`src/tas_pkg.sv`:
```
// package for the trigger/arm sequencer: offsets, fields, resets, timing
package tas_pkg;

   // register byte offsets on the bus
   localparam logic [7:0] OFS_CTRL     = 8'h00; // commands, pulse on write
   localparam logic [7:0] OFS_ARMCFG   = 8'h04; // arm event, bypass, line
   localparam logic [7:0] OFS_TRGCFG   = 8'h08; // trigger source, bypass
   localparam logic [7:0] OFS_ARMCNT   = 8'h0C; // arm count, 0 = infinite
   localparam logic [7:0] OFS_TRGCNT   = 8'h10; // trigger count
   localparam logic [7:0] OFS_TDELAY   = 8'h14; // trigger delay, us
   localparam logic [7:0] OFS_DDELAY   = 8'h18; // delay action, us
   localparam logic [7:0] OFS_SOAK     = 8'h1C; // soak time, us
   localparam logic [7:0] OFS_TIMER    = 8'h20; // arm timer interval, us
   localparam logic [7:0] OFS_MEASCFG  = 8'h24; // filter, conversions, mode
   localparam logic [7:0] OFS_STATUS   = 8'h28; // read-only state

   // control register bit positions (write one to fire, except the level bits)
   localparam int CTL_INIT    = 0;  // initiate
   localparam int CTL_READ    = 1;  // read query
   localparam int CTL_MEAS    = 2;  // measure query
   localparam int CTL_ABORT   = 3;  // abort
   localparam int CTL_DCL     = 4;  // device clear
   localparam int CTL_SDC     = 5;  // selected device clear
   localparam int CTL_IFC     = 6;  // interface clear
   localparam int CTL_BUSTRG  = 7;  // group execute / common trigger
   localparam int CTL_OUTON   = 8;  // output on
   localparam int CTL_OUTOFF  = 9;  // output off
   localparam int CTL_OTHER   = 10; // any other command (queued)
   localparam int CTL_LOCAL   = 11; // 1 = local front panel mode (level)
   localparam int CTL_AUTOOFF = 12; // auto output-off enable (level)

   // field positions in the config registers
   localparam int ARM_SRC_LSB = 0;  // 3 bits
   localparam int ARM_BYP_BIT = 4;  // bypass once
   localparam int ARM_LIN_LSB = 8;  // 2 bits line
   localparam int TRG_SRC_BIT = 0;  // 0 immediate, 1 hardware line
   localparam int TRG_BYP_BIT = 4;
   localparam int TRG_LIN_LSB = 8;
   localparam int TRG_IN_LSB  = 12; // source, delay, measure enables
   localparam int MC_FILT_BIT = 0;  // repeat filter on
   localparam int MC_MULT_BIT = 1;  // multiple cycle mode
   localparam int MC_AUTO_BIT = 2;  // automatic delay
   localparam int MC_CONV_LSB = 8;  // 8 bits conversion count

   // reset values
   localparam logic [31:0] RST_ARMCNT = 32'h0000_0001;
   localparam logic [31:0] RST_TRGCNT = 32'h0000_0001;
   localparam logic [31:0] RST_DDELAY = 32'h0000_03E8; // 1 ms in us
   localparam logic [31:0] RST_TRGCFG = 32'h0000_1000; // source det on
   localparam logic [31:0] RST_ZERO   = 32'h0000_0000;

   // timing: microsecond tick from a 40 MHz clock
   localparam int CLK_MHZ      = 40;
   localparam int TICK_US      = 1;
   localparam int TICK_CYC     = CLK_MHZ * TICK_US;
   localparam int BUF_SIZE     = 2500;  // reading buffer depth
   localparam int AUTO_DLY_US  = 1000;  // nominal automatic delay

   // arm event selections
   typedef enum logic [2:0] {
      ARM_IMM, ARM_BUS, ARM_TIMER, ARM_MANUAL, ARM_HWLINE,
      ARM_START_LOW, ARM_START_HIGH, ARM_START_EITHER
   } tas_arm_ev_t;

   // sequencer states
   typedef enum logic [3:0] {
      ST_IDLE, ST_ARM, ST_TDLY, ST_SRC_DET, ST_SRC_ACT, ST_DLY_DET,
      ST_DLY_ACT, ST_MEAS_DET, ST_MEAS_ACT, ST_NEXT
   } tas_state_t;

   // measurement handshake carrier
   typedef struct packed {
      logic        conv_req;    // request conversions while high
      logic        reading_vld; // one finished reading
   } tas_meas_t;

endpackage

```
`src/tas_sequencer.sv`:
```
// trigger and arm sequencer with AHB-Lite register slave
//
// Local design decisions: the AHB-Lite interface to the registers and the placing of the registers.
`timescale 1ns/1ps
// What this block does
// - idle takes no readings; initiate/read/measure leave
// - queue ordinary commands while sequence runs
// - auto-off: output on per cycle, off after
// - without auto-off, output stays on at idle
// - clears and abort return to idle anytime
// - stall at active detectors; bypass may skip
// - arm bypass only hardware-line/start-test, once
// - immediate arm event passes at once
// - bus arm event waits for bus trigger
// - timer: first pass immediate, resets in idle
// - manual key honoured only in local mode
// - hardware-line arm waits selected input trigger
// - start-test low/high/either pulse satisfies arm
// - three trigger detectors; source bypass hardware-line
// - immediate trigger source passes all detectors
// - disabled hardware-line detector never stalls
// - each enabled detector consumes its own trigger
// - trigger delay before each source action
// - delay action time or automatic nominal delay
// - soak replaces first delay in multiple-cycle mode
// - repeat filter takes N conversions per reading
// - trigger count times arm count, BUF_SIZE not enforced
// - defaults run one cycle then go idle
module tas_sequencer #(
   parameter int LINES = 4            // hardware trigger input lines
) (
   input  wire logic                    clock,
   input  wire logic                    rst,
   input  wire logic                    hsel,
   input  wire logic [7:0]              haddr,
   input  wire logic [1:0]              htrans,
   input  wire logic                    hwrite,
   input  wire logic [2:0]              hsize,
   input  wire logic [31:0]             hwdata,
   input  wire logic                    hready,
   output logic      [31:0]             hrdata,
   output logic                         hreadyout,
   output logic                         hresp,
   input  wire logic [LINES-1:0]        hw_trig_n,   // falling-edge lines
   input  wire logic                    start_of_test_line,
   input  wire logic                    trig_key,    // front panel key
   output logic                         output_on,   // source output
   output logic                         source_act,  // source action pulse
   output tas_pkg::tas_meas_t           meas,        // conversion control
   input  wire logic                    conv_done,   // conversion finished
   output logic                         seq_busy     // not idle
);
   import tas_pkg::*;

   // register copies
   logic [31:0] armcfg_ff, trgcfg_ff, armcnt_ff, trgcnt_ff;
   logic [31:0] tdelay_ff, ddelay_ff, soak_ff, timer_ff, meascfg_ff;
   logic        local_ff, autooff_ff;   // level controls
   logic        pending_ff;             // queued ordinary command
   tas_state_t  state_ff;

   // bus address phase capture
   logic        wr_ff;
   logic [7:0]  addr_ff;
   logic        wr_go;
   assign wr_go = hsel & hready & htrans[1] & hwrite;

   always_ff @(posedge clock or posedge rst) begin
      if (rst) begin
         wr_ff   <= 1'b0;
         addr_ff <= 8'h00;
      end else begin
         wr_ff   <= wr_go;
         addr_ff <= haddr;
      end
   end

   // zero wait state, always OKAY
   assign hreadyout = 1'b1;
   assign hresp     = 1'b0;

   // command pulses out of the control register
   logic [31:0] cmd;
   assign cmd = (wr_ff && addr_ff == OFS_CTRL) ? hwdata : 32'h0000_0000;

   logic do_clear, do_init, busy;
   assign busy     = (state_ff != ST_IDLE);
   assign do_clear = cmd[CTL_ABORT] | cmd[CTL_DCL] | cmd[CTL_SDC];
   assign do_init  = cmd[CTL_INIT] | cmd[CTL_READ] | cmd[CTL_MEAS];

   // configuration registers, writes held off while busy
   always_ff @(posedge clock or posedge rst) begin
      if (rst) begin
         armcfg_ff  <= RST_ZERO;
         trgcfg_ff  <= RST_TRGCFG;
         armcnt_ff  <= RST_ARMCNT;
         trgcnt_ff  <= RST_TRGCNT;
         tdelay_ff  <= RST_ZERO;
         ddelay_ff  <= RST_DDELAY;
         soak_ff    <= RST_ZERO;
         timer_ff   <= RST_ZERO;
         meascfg_ff <= RST_ZERO;
      end else if (wr_ff && !busy) begin
         case (addr_ff)
            OFS_ARMCFG:  armcfg_ff  <= hwdata;
            OFS_TRGCFG:  trgcfg_ff  <= hwdata;
            OFS_ARMCNT:  armcnt_ff  <= hwdata;
            OFS_TRGCNT:  trgcnt_ff  <= hwdata;
            OFS_TDELAY:  tdelay_ff  <= hwdata;
            OFS_DDELAY:  ddelay_ff  <= hwdata;
            OFS_SOAK:    soak_ff    <= hwdata;
            OFS_TIMER:   timer_ff   <= hwdata;
            OFS_MEASCFG: meascfg_ff <= hwdata;
            default: ;
         endcase
      end
   end

   // level controls and the queued-command flag
   always_ff @(posedge clock or posedge rst) begin
      if (rst) begin
         local_ff   <= 1'b0;
         autooff_ff <= 1'b0;
         pending_ff <= 1'b0;
      end else begin
         if (wr_ff && addr_ff == OFS_CTRL && !busy) begin
            local_ff   <= hwdata[CTL_LOCAL];
            autooff_ff <= hwdata[CTL_AUTOOFF];
         end
         // ordinary commands wait; clears cancel them
         if (cmd[CTL_OTHER] && busy)
            pending_ff <= 1'b1;
         else if (do_clear || cmd[CTL_IFC] || !busy)
            pending_ff <= 1'b0;
      end
   end

   // two-stage synchronisers on pins
   logic [LINES-1:0] ln_s1, ln_s2, ln_s3;
   logic [2:0]       sot_s;
   logic [1:0]       key_s;
   always_ff @(posedge clock or posedge rst) begin
      if (rst) begin
         ln_s1 <= '1;
         ln_s2 <= '1;
         ln_s3 <= '1;
         sot_s <= 3'h7; // handler line rests high, no false edge
         key_s <= 2'h0;
      end else begin
         ln_s1 <= hw_trig_n;
         ln_s2 <= ln_s1;
         ln_s3 <= ln_s2;
         sot_s <= {sot_s[1:0], start_of_test_line};
         key_s <= {key_s[0], trig_key};
      end
   end
   logic key_d;
   always_ff @(posedge clock or posedge rst) begin
      if (rst)
         key_d <= 1'b0;
      else
         key_d <= key_s[1];
   end

   // falling edge of a selected line
   function automatic logic line_fall(input logic [1:0] sel);
      logic [LINES-1:0] f;
      f = ln_s3 & ~ln_s2;
      return f[sel];
   endfunction

   logic sot_rise, sot_fall, key_press;
   assign sot_rise  = sot_s[1] & ~sot_s[2];
   assign sot_fall  = ~sot_s[1] & sot_s[2];
   assign key_press = key_s[1] & ~key_d;

   // decoded fields
   tas_arm_ev_t arm_ev;
   logic        arm_byp, trg_hw, trg_byp, filt_on, mult_on, auto_dly;
   logic [2:0]  trg_in;
   logic [7:0]  conv_n;
   assign arm_ev   = tas_arm_ev_t'(armcfg_ff[ARM_SRC_LSB +: 3]);
   assign arm_byp  = armcfg_ff[ARM_BYP_BIT];
   assign trg_hw   = trgcfg_ff[TRG_SRC_BIT];
   assign trg_byp  = trgcfg_ff[TRG_BYP_BIT];
   assign trg_in   = trgcfg_ff[TRG_IN_LSB +: 3];
   assign filt_on  = meascfg_ff[MC_FILT_BIT];
   assign mult_on  = meascfg_ff[MC_MULT_BIT];
   assign auto_dly = meascfg_ff[MC_AUTO_BIT];
   assign conv_n   = meascfg_ff[MC_CONV_LSB +: 8];

   // microsecond tick
   logic [5:0] pre_ff;
   logic       tick;
   assign tick = (pre_ff == 6'(TICK_CYC - 1));
   always_ff @(posedge clock or posedge rst) begin
      if (rst)
         pre_ff <= 6'h00;
      else
         pre_ff <= tick ? 6'h00 : pre_ff + 6'h01;
   end

   // arm timer: free runs in every non-idle state, cleared in idle
   logic [31:0] atim_ff;
   logic        atim_hit_ff, first_pass_ff;
   always_ff @(posedge clock or posedge rst) begin
      if (rst) begin
         atim_ff     <= 32'h0000_0000;
         atim_hit_ff <= 1'b0;
      end else if (!busy) begin
         atim_ff     <= 32'h0000_0000;
         atim_hit_ff <= 1'b0;
      end else begin
         if (tick)
            atim_ff <= (atim_ff + 32'h1 >= timer_ff) ? 32'h0 : atim_ff + 32'h1;
         if (tick && atim_ff + 32'h1 >= timer_ff)
            atim_hit_ff <= 1'b1;
         else if (state_ff == ST_ARM)
            atim_hit_ff <= 1'b0;
      end
   end

   // arm detector satisfied
   logic arm_ok;
   always_comb begin
      arm_ok = 1'b0;
      case (arm_ev)
         ARM_IMM:          arm_ok = 1'b1;
         ARM_BUS:          arm_ok = cmd[CTL_BUSTRG];
         ARM_TIMER:        arm_ok = first_pass_ff | atim_hit_ff;
         ARM_MANUAL:       arm_ok = key_press & local_ff;
         ARM_HWLINE:       arm_ok = line_fall(armcfg_ff[ARM_LIN_LSB +: 2]);
         ARM_START_LOW:    arm_ok = sot_fall;
         ARM_START_HIGH:   arm_ok = sot_rise;
         ARM_START_EITHER: arm_ok = sot_rise | sot_fall;
         default:          arm_ok = 1'b0;
      endcase
   end

   // arm bypass valid only for line or start-test events
   logic arm_byp_ok;
   assign arm_byp_ok = arm_byp & (arm_ev == ARM_HWLINE ||
                       arm_ev == ARM_START_LOW || arm_ev == ARM_START_HIGH ||
                       arm_ev == ARM_START_EITHER);

   // trigger detector satisfied: own edge each, none if disabled
   logic trg_edge;
   assign trg_edge = line_fall(trgcfg_ff[TRG_LIN_LSB +: 2]);
   function automatic logic det_ok(input logic en);
      return !trg_hw || !en || trg_edge;
   endfunction

   // shared countdown for delays and conversions
   logic [31:0] wait_ff, acnt_ff, tcnt_ff;
   logic        first_sdm_ff;
   tas_state_t  nxt_state;
   logic [31:0] dly_load;
   always_comb begin
      if (mult_on && first_sdm_ff)
         dly_load = soak_ff;
      else if (auto_dly)
         dly_load = 32'(AUTO_DLY_US);
      else
         dly_load = ddelay_ff;
   end

   // next state: ordered pass through the trigger layer
   always_comb begin
      nxt_state = state_ff;
      case (state_ff)
         ST_IDLE:     if (do_init) nxt_state = ST_ARM;
         ST_ARM:      if (arm_ok || (arm_byp_ok && first_pass_ff))
                         nxt_state = ST_TDLY;
         ST_TDLY:     if (wait_ff == 32'h0)
                         nxt_state = ST_SRC_DET;
         ST_SRC_DET:  if ((trg_hw && trg_byp && first_sdm_ff) ||
                          det_ok(trg_in[0]))
                         nxt_state = ST_SRC_ACT;
         ST_SRC_ACT:  nxt_state = ST_DLY_DET;
         ST_DLY_DET:  if (det_ok(trg_in[1])) nxt_state = ST_DLY_ACT;
         ST_DLY_ACT:  if (wait_ff == 32'h0) nxt_state = ST_MEAS_DET;
         ST_MEAS_DET: if (det_ok(trg_in[2])) nxt_state = ST_MEAS_ACT;
         ST_MEAS_ACT: if (conv_done && wait_ff <= 32'h1)
                         nxt_state = ST_NEXT;
         ST_NEXT: begin
            if (tcnt_ff > 32'h1)
               nxt_state = ST_TDLY;
            else if (armcnt_ff == 32'h0 || acnt_ff > 32'h1)
               nxt_state = ST_ARM;
            else
               nxt_state = ST_IDLE;
         end
         default:     nxt_state = ST_IDLE;
      endcase
      if (do_clear || cmd[CTL_IFC]) nxt_state = ST_IDLE;
   end

   always_ff @(posedge clock or posedge rst) begin
      if (rst)
         state_ff <= ST_IDLE;
      else
         state_ff <= nxt_state;
   end

   // counters and waits
   always_ff @(posedge clock or posedge rst) begin
      if (rst) begin
         wait_ff       <= 32'h0;
         acnt_ff       <= 32'h0;
         tcnt_ff       <= 32'h0;
         first_pass_ff <= 1'b1;
         first_sdm_ff  <= 1'b1;
      end else begin
         if (state_ff == ST_IDLE) begin
            acnt_ff       <= armcnt_ff;
            first_pass_ff <= 1'b1;
            first_sdm_ff  <= 1'b1;
         end
         if (state_ff == ST_ARM && nxt_state == ST_TDLY) begin
            tcnt_ff       <= trgcnt_ff;
            first_pass_ff <= 1'b0;
            wait_ff       <= tdelay_ff;
         end
         if ((state_ff == ST_TDLY || state_ff == ST_DLY_ACT) &&
             tick && wait_ff != 32'h0)
            wait_ff <= wait_ff - 32'h1;
         if (state_ff == ST_SRC_ACT)
            wait_ff <= dly_load;
         if (state_ff == ST_MEAS_DET)
            wait_ff <= filt_on ? {24'h0, conv_n} : 32'h1;
         if (state_ff == ST_MEAS_ACT && conv_done && wait_ff != 32'h0)
            wait_ff <= wait_ff - 32'h1;
         if (state_ff == ST_NEXT) begin
            first_sdm_ff <= 1'b0;
            if (tcnt_ff > 32'h1) begin
               tcnt_ff <= tcnt_ff - 32'h1;
               wait_ff <= tdelay_ff;
            end else if (acnt_ff != 32'h0)
               acnt_ff <= acnt_ff - 32'h1;
         end
      end
   end

   // source output control
   always_ff @(posedge clock or posedge rst) begin
      if (rst)
         output_on <= 1'b0;
      else if (cmd[CTL_OUTOFF])
         output_on <= 1'b0;
      else if (cmd[CTL_OUTON] || cmd[CTL_MEAS])
         output_on <= 1'b1;
      else if (autooff_ff && state_ff == ST_SRC_ACT)
         output_on <= 1'b1;
      else if (autooff_ff && state_ff == ST_NEXT)
         output_on <= 1'b0;
   end

   // registered action outputs
   always_ff @(posedge clock or posedge rst) begin
      if (rst) begin
         source_act <= 1'b0;
         meas       <= '0;
         seq_busy   <= 1'b0;
      end else begin
         source_act       <= (state_ff == ST_SRC_ACT);
         meas.conv_req    <= (state_ff == ST_MEAS_ACT);
         meas.reading_vld <= (nxt_state == ST_NEXT &&
                              state_ff == ST_MEAS_ACT);
         seq_busy         <= (nxt_state != ST_IDLE);
      end
   end

   // read data, registered in the data phase
   always_ff @(posedge clock or posedge rst) begin
      if (rst)
         hrdata <= 32'h0;
      else if (hsel && hready && htrans[1] && !hwrite) begin
         case (haddr)
            OFS_ARMCFG:  hrdata <= armcfg_ff;
            OFS_TRGCFG:  hrdata <= trgcfg_ff;
            OFS_ARMCNT:  hrdata <= armcnt_ff;
            OFS_TRGCNT:  hrdata <= trgcnt_ff;
            OFS_TDELAY:  hrdata <= tdelay_ff;
            OFS_DDELAY:  hrdata <= ddelay_ff;
            OFS_SOAK:    hrdata <= soak_ff;
            OFS_TIMER:   hrdata <= timer_ff;
            OFS_MEASCFG: hrdata <= meascfg_ff;
            OFS_STATUS:  hrdata <= {24'h0, pending_ff, output_on,
                                    busy, 1'b0, 4'(state_ff)};
            default:     hrdata <= 32'h0;
         endcase
      end
   end

endmodule

```
`config.mk`:
```
export PLATFORM = sky130hd
export DESIGN_NAME = tas_sequencer
export DESIGN_NICKNAME = d
export VERILOG_FILES = /design/src/tas_pkg.sv /design/src/tas_sequencer.sv
export SDC_FILE = /design/constraint.sdc
export NUM_CORES = 1
export LEC_CHECK = 0
export ABC_CLOCK_PERIOD_IN_PS = 48200
export BUFFER_PORTS_ARGS = -buffer_cell sky130_fd_sc_hd__buf_2
export CORE_MARGIN = 3
export CORE_UTILIZATION = 41
export DETAILED_ROUTE_END_ITERATION = 16
export SETUP_SLACK_MARGIN = 0.02
export SYNTH_ARGS = -nofsm -noshare
export SYNTH_HDL_FRONTEND = slang
export SYNTH_SLANG_ARGS = --single-unit
```
`constraint.sdc`:
```
create_clock -name clock -period 48.2 [get_ports clock]
set_clock_uncertainty 0.15 [all_clocks]
set_input_delay 7.23 -clock clock [delete_from_list [all_inputs] [get_ports clock]]
set_output_delay 7.23 -clock clock [all_outputs]
set_load 0.1 [all_outputs]
```
==> results.json <==
{
  "synthMuxAreaShare": 0.148,
  "yosysUniqueCellTypes": 85,
  "worst_pin_slew_ns": 1.16,
  "grt_pass1_vias": 20400,
  "seq_area_frac_synth": 0.488,
  "clock_sinks": 496,
  "placementRows": 90,
  "synth_area_leaders": "dfrtp_1 46%, mux2_2 13%, nor2_1 2.9%, dfstp_2 2.7%, nand2_1 2.5%",
  "whs_ns": 0.202,
  "via_per_inst": 6.25,
  "synth.top_cell.area_share": 0.461,
  "finalMaxSlewViolations": 0,
  "synth_nets": 2508,
  "hold_path.class": "flip-flop to flip-flop",
  "ctsResizeCount": 0,
  "layout-drive-gt1-share": 0.239,
  "crit_chain": "buf_2 -> buf_4 -> or4b_2 -> nor2_2 -> buf_4 -> nor4_1 -> a31oi_4 -> buf_4 -> a22o_1",
  "cp-end-kind": "flip-flop",
  "maxSlewHeadroom": 0.226,
  "powerDensity_nw_per_um2": 32.3,
  "p_leak_nw": 12.2,
  "async_flop_share": 1.00,
  "ios": 96,
  "finalCriticalPeriod_ns": 10.16,
  "rr_endpoint": "atim_ff[24]",
  "gp_congestion": 0.924,
  "core_um2": 60900,
  "dr.pass1.iters": 6,
  "grt_max_degree": 176,
  "hpwl_mm": 57.2,
  "clock_latency_ns": 0.62,
  "drt-total-wl_mm": 87.6,
  "synth_flop_cell": "dfrtp_1",
  "nets": 2545,
  "ir_worst_vdd_v": 0.0000255,
  "crit_path_start_kind": "primary input",
  "grt-ovfl-total": 0,
  "port_buffers": 89,
  "r2r_slack_ns": 42.89,
  "ys_warn_count": 0,
  "yosysMostFrequentCell": "dfrtp_1",
  "synth_area_per_cell_um2": 10.6,
  "synth-edff-count": 0,
  "die_w_um": 255,
  "status": "completed",
  "arrival_ns": 10.55,
  "synth_xor_area_frac": 0.0213,
  "r2r_cells": 14,
  "h-tree-depth": 2,
  "syn_area_um2": 25500,
  "synth_compound_area_frac": 0.150,
  "die_h_um": 255,
  "clk_pin_slew_ns": 0.06,
  "drt_iter0_drc": 2141,
  "whs_endpoint": "ln_s2[0]",
  "worst_ep_required_time_ns": 48.59,
  "hold_viol": 0,
  "dieArea_um2": 65200,
  "critPathMaxStageDelay_ns": 0.84,
  "grt_first_pass_wirelength_mm": 131,
  "rsz0062_at_grt": "false",
  "setup-tns-final_ns": 0,
  "hold_start": "ln_s1[0]",
  "max_cap_viol_count": 0,
  "numCtsBuffers": 53,
  "num-fill-cells": 5726,
  "crit_top_cell": "buf_4",
  "vias": 20700,
  "syn-instance-count": 2407,
  "drc_errors": 0,
  "cts_setup_buffers": 0,
  "synth_area_leader_cell": "dfrtp_1",
  "grt_util_all_layers": 0.263,
  "crit_type": "primary input to flip-flop",
  "synth_top_family_by_area": "compound AO/OA/AOI/OAI gates",
  "wl_per_cell_um": 26.4,
  "path_max_fanout": 38,
  "cts_max_path_buffers": 3,
  "synth.top_cells.by_count": "470 x dfrtp_1, 291 x mux2_2, 194 x nor2_1",
  "synth_fa_ha_area_frac": 0.0216,
  "holdBufCountCts": 0,
  "hold_depth": 0,
  "antenna_left": 0,
  "synthSimpleGateAreaFrac": 0.137,
  "min_period_over_period": 0.211,
  "cts_root_buffer": "clkbuf_16",
  "areaGrowthSynthToFinish_pct": 12.1,
  "cts_tree": "built",
  "reg2reg_from": "atim_ff[0]",
  "start_util": 0.418,
  "max_freq_mhz": 98.4,
  "setup-violations-final": 0,
  "ys_ff_latch": 496,
  "antenna_found_initial": 4,
  "slowest_stage": "or4b_2"
}
==> power breakdown <==
part / total, mW / internal (mW) / switching, mW
Clock: 0.420 / 0.244 / 0.175
Combinational: 0.0534 / 0.0204 / 0.0330
Sequential: 0.451 / 0.434 / 0.0177
Total: 0.924 / 0.698 / 0.226
==> worst max-delay path by stage <==
stage	start	to	slack [ns]	depth (start not counted)
3_3_place_gp	haddr[4]	hrdata[12]	37.46	9
2_1_floorplan	rst	acnt_ff[0]	27.02	1
3_5_place_dp	haddr[4]	hrdata[19]	37.41	9
4_1_cts	haddr[4]	hrdata[19]	38.04	9
5_1_grt	haddr[4]	hrdata[6]	37.92	9
6_report	haddr[4]	hrdata[19]	38.04	9
==> through the flow <==
step | util | instance area (µm²) | power, mW | instances | setup WS, ns
2_1_floorplan | - | 25500 | 0.488 | 2407 | 27.02
3_3_place_gp | 0.440 | 26800 | 0.509 | 3217 | 37.46
3_5_place_dp | 0.440 | 26800 | 0.511 | 3217 | 37.41
4_1_cts | 0.469 | 28600 | 0.930 | 3313 | 38.04
5_1_grt | 0.469 | 28600 | 0.955 | 3313 | 37.92
6_report | 0.469 | 28600 | 0.924 | 3314 | 38.04
==> layout by cell type, fill, tap and decap left out, types with 9 or more instances in the layout <==
master and count:
mux2_2 291, and3_1 14, clkbuf_16 53, nor4_1 27
o221ai_1 13, ha_1 44, nor3b_1 26, o211ai_1 17
xor2_1 26, nand4_1 29, inv_1 63, a211oi_1 18
o22ai_1 9, a21o_1 9, a221oi_1 39, a21oi_1 118
or3_1 19, clkbuf_8 21, or4_1 11, o21a_1 12
nor3_1 54, a22o_1 32, buf_4 43, a311oi_1 24
xnor2_1 36, dfstp_2 26, buf_2 89, clkbuf_1 9
mux2i_1 46, a32o_1 19, nor2_1 188, nand2_1 166
nand3_1 75, o21ai_0 91, dfrtp_1 469, nand2b_1 20
a31oi_1 11, a22oi_1 66
==> cell type report <==
type                            instances  area [µm²]  share of cell area
Multi-Input combinational cell       1694       12300               0.429
Clock buffer                           83        1650              0.0577
Inverter                               66         255             0.00893
Tap cell                              828        1040              0.0363
Sequential cell                       496       12400               0.436
Clock inverter                         13         129             0.00451
Timing Repair Buffer                  133         788              0.0276
Antenna cell                            1        2.50           0.0000876
==> cell families after synthesis <==
kind of cell	Yosys count
compound gates	542
simple gates	706
flops	496
fa+ha+maj	44
buf+inv	217
mux	338
xor+xnor	62
other cells	2
==> worst max-delay path: cells and delay by family <==
kind | cells | cell delay, ns
AO/OA/AOI/OAI | 2 | 0.76
AND/OR/NAND/NOR | 3 | 1.13
buffers and inverters | 4 | 1.36
==> layer usage <==
metal  global-route usage  share of wire
met1                0.359           0.42
met2                0.406           0.45
met3               0.0588          0.085
met4                0.105          0.041
met5                    0        0.00026
Note: power is estimated with default switching activity, not from simulation.
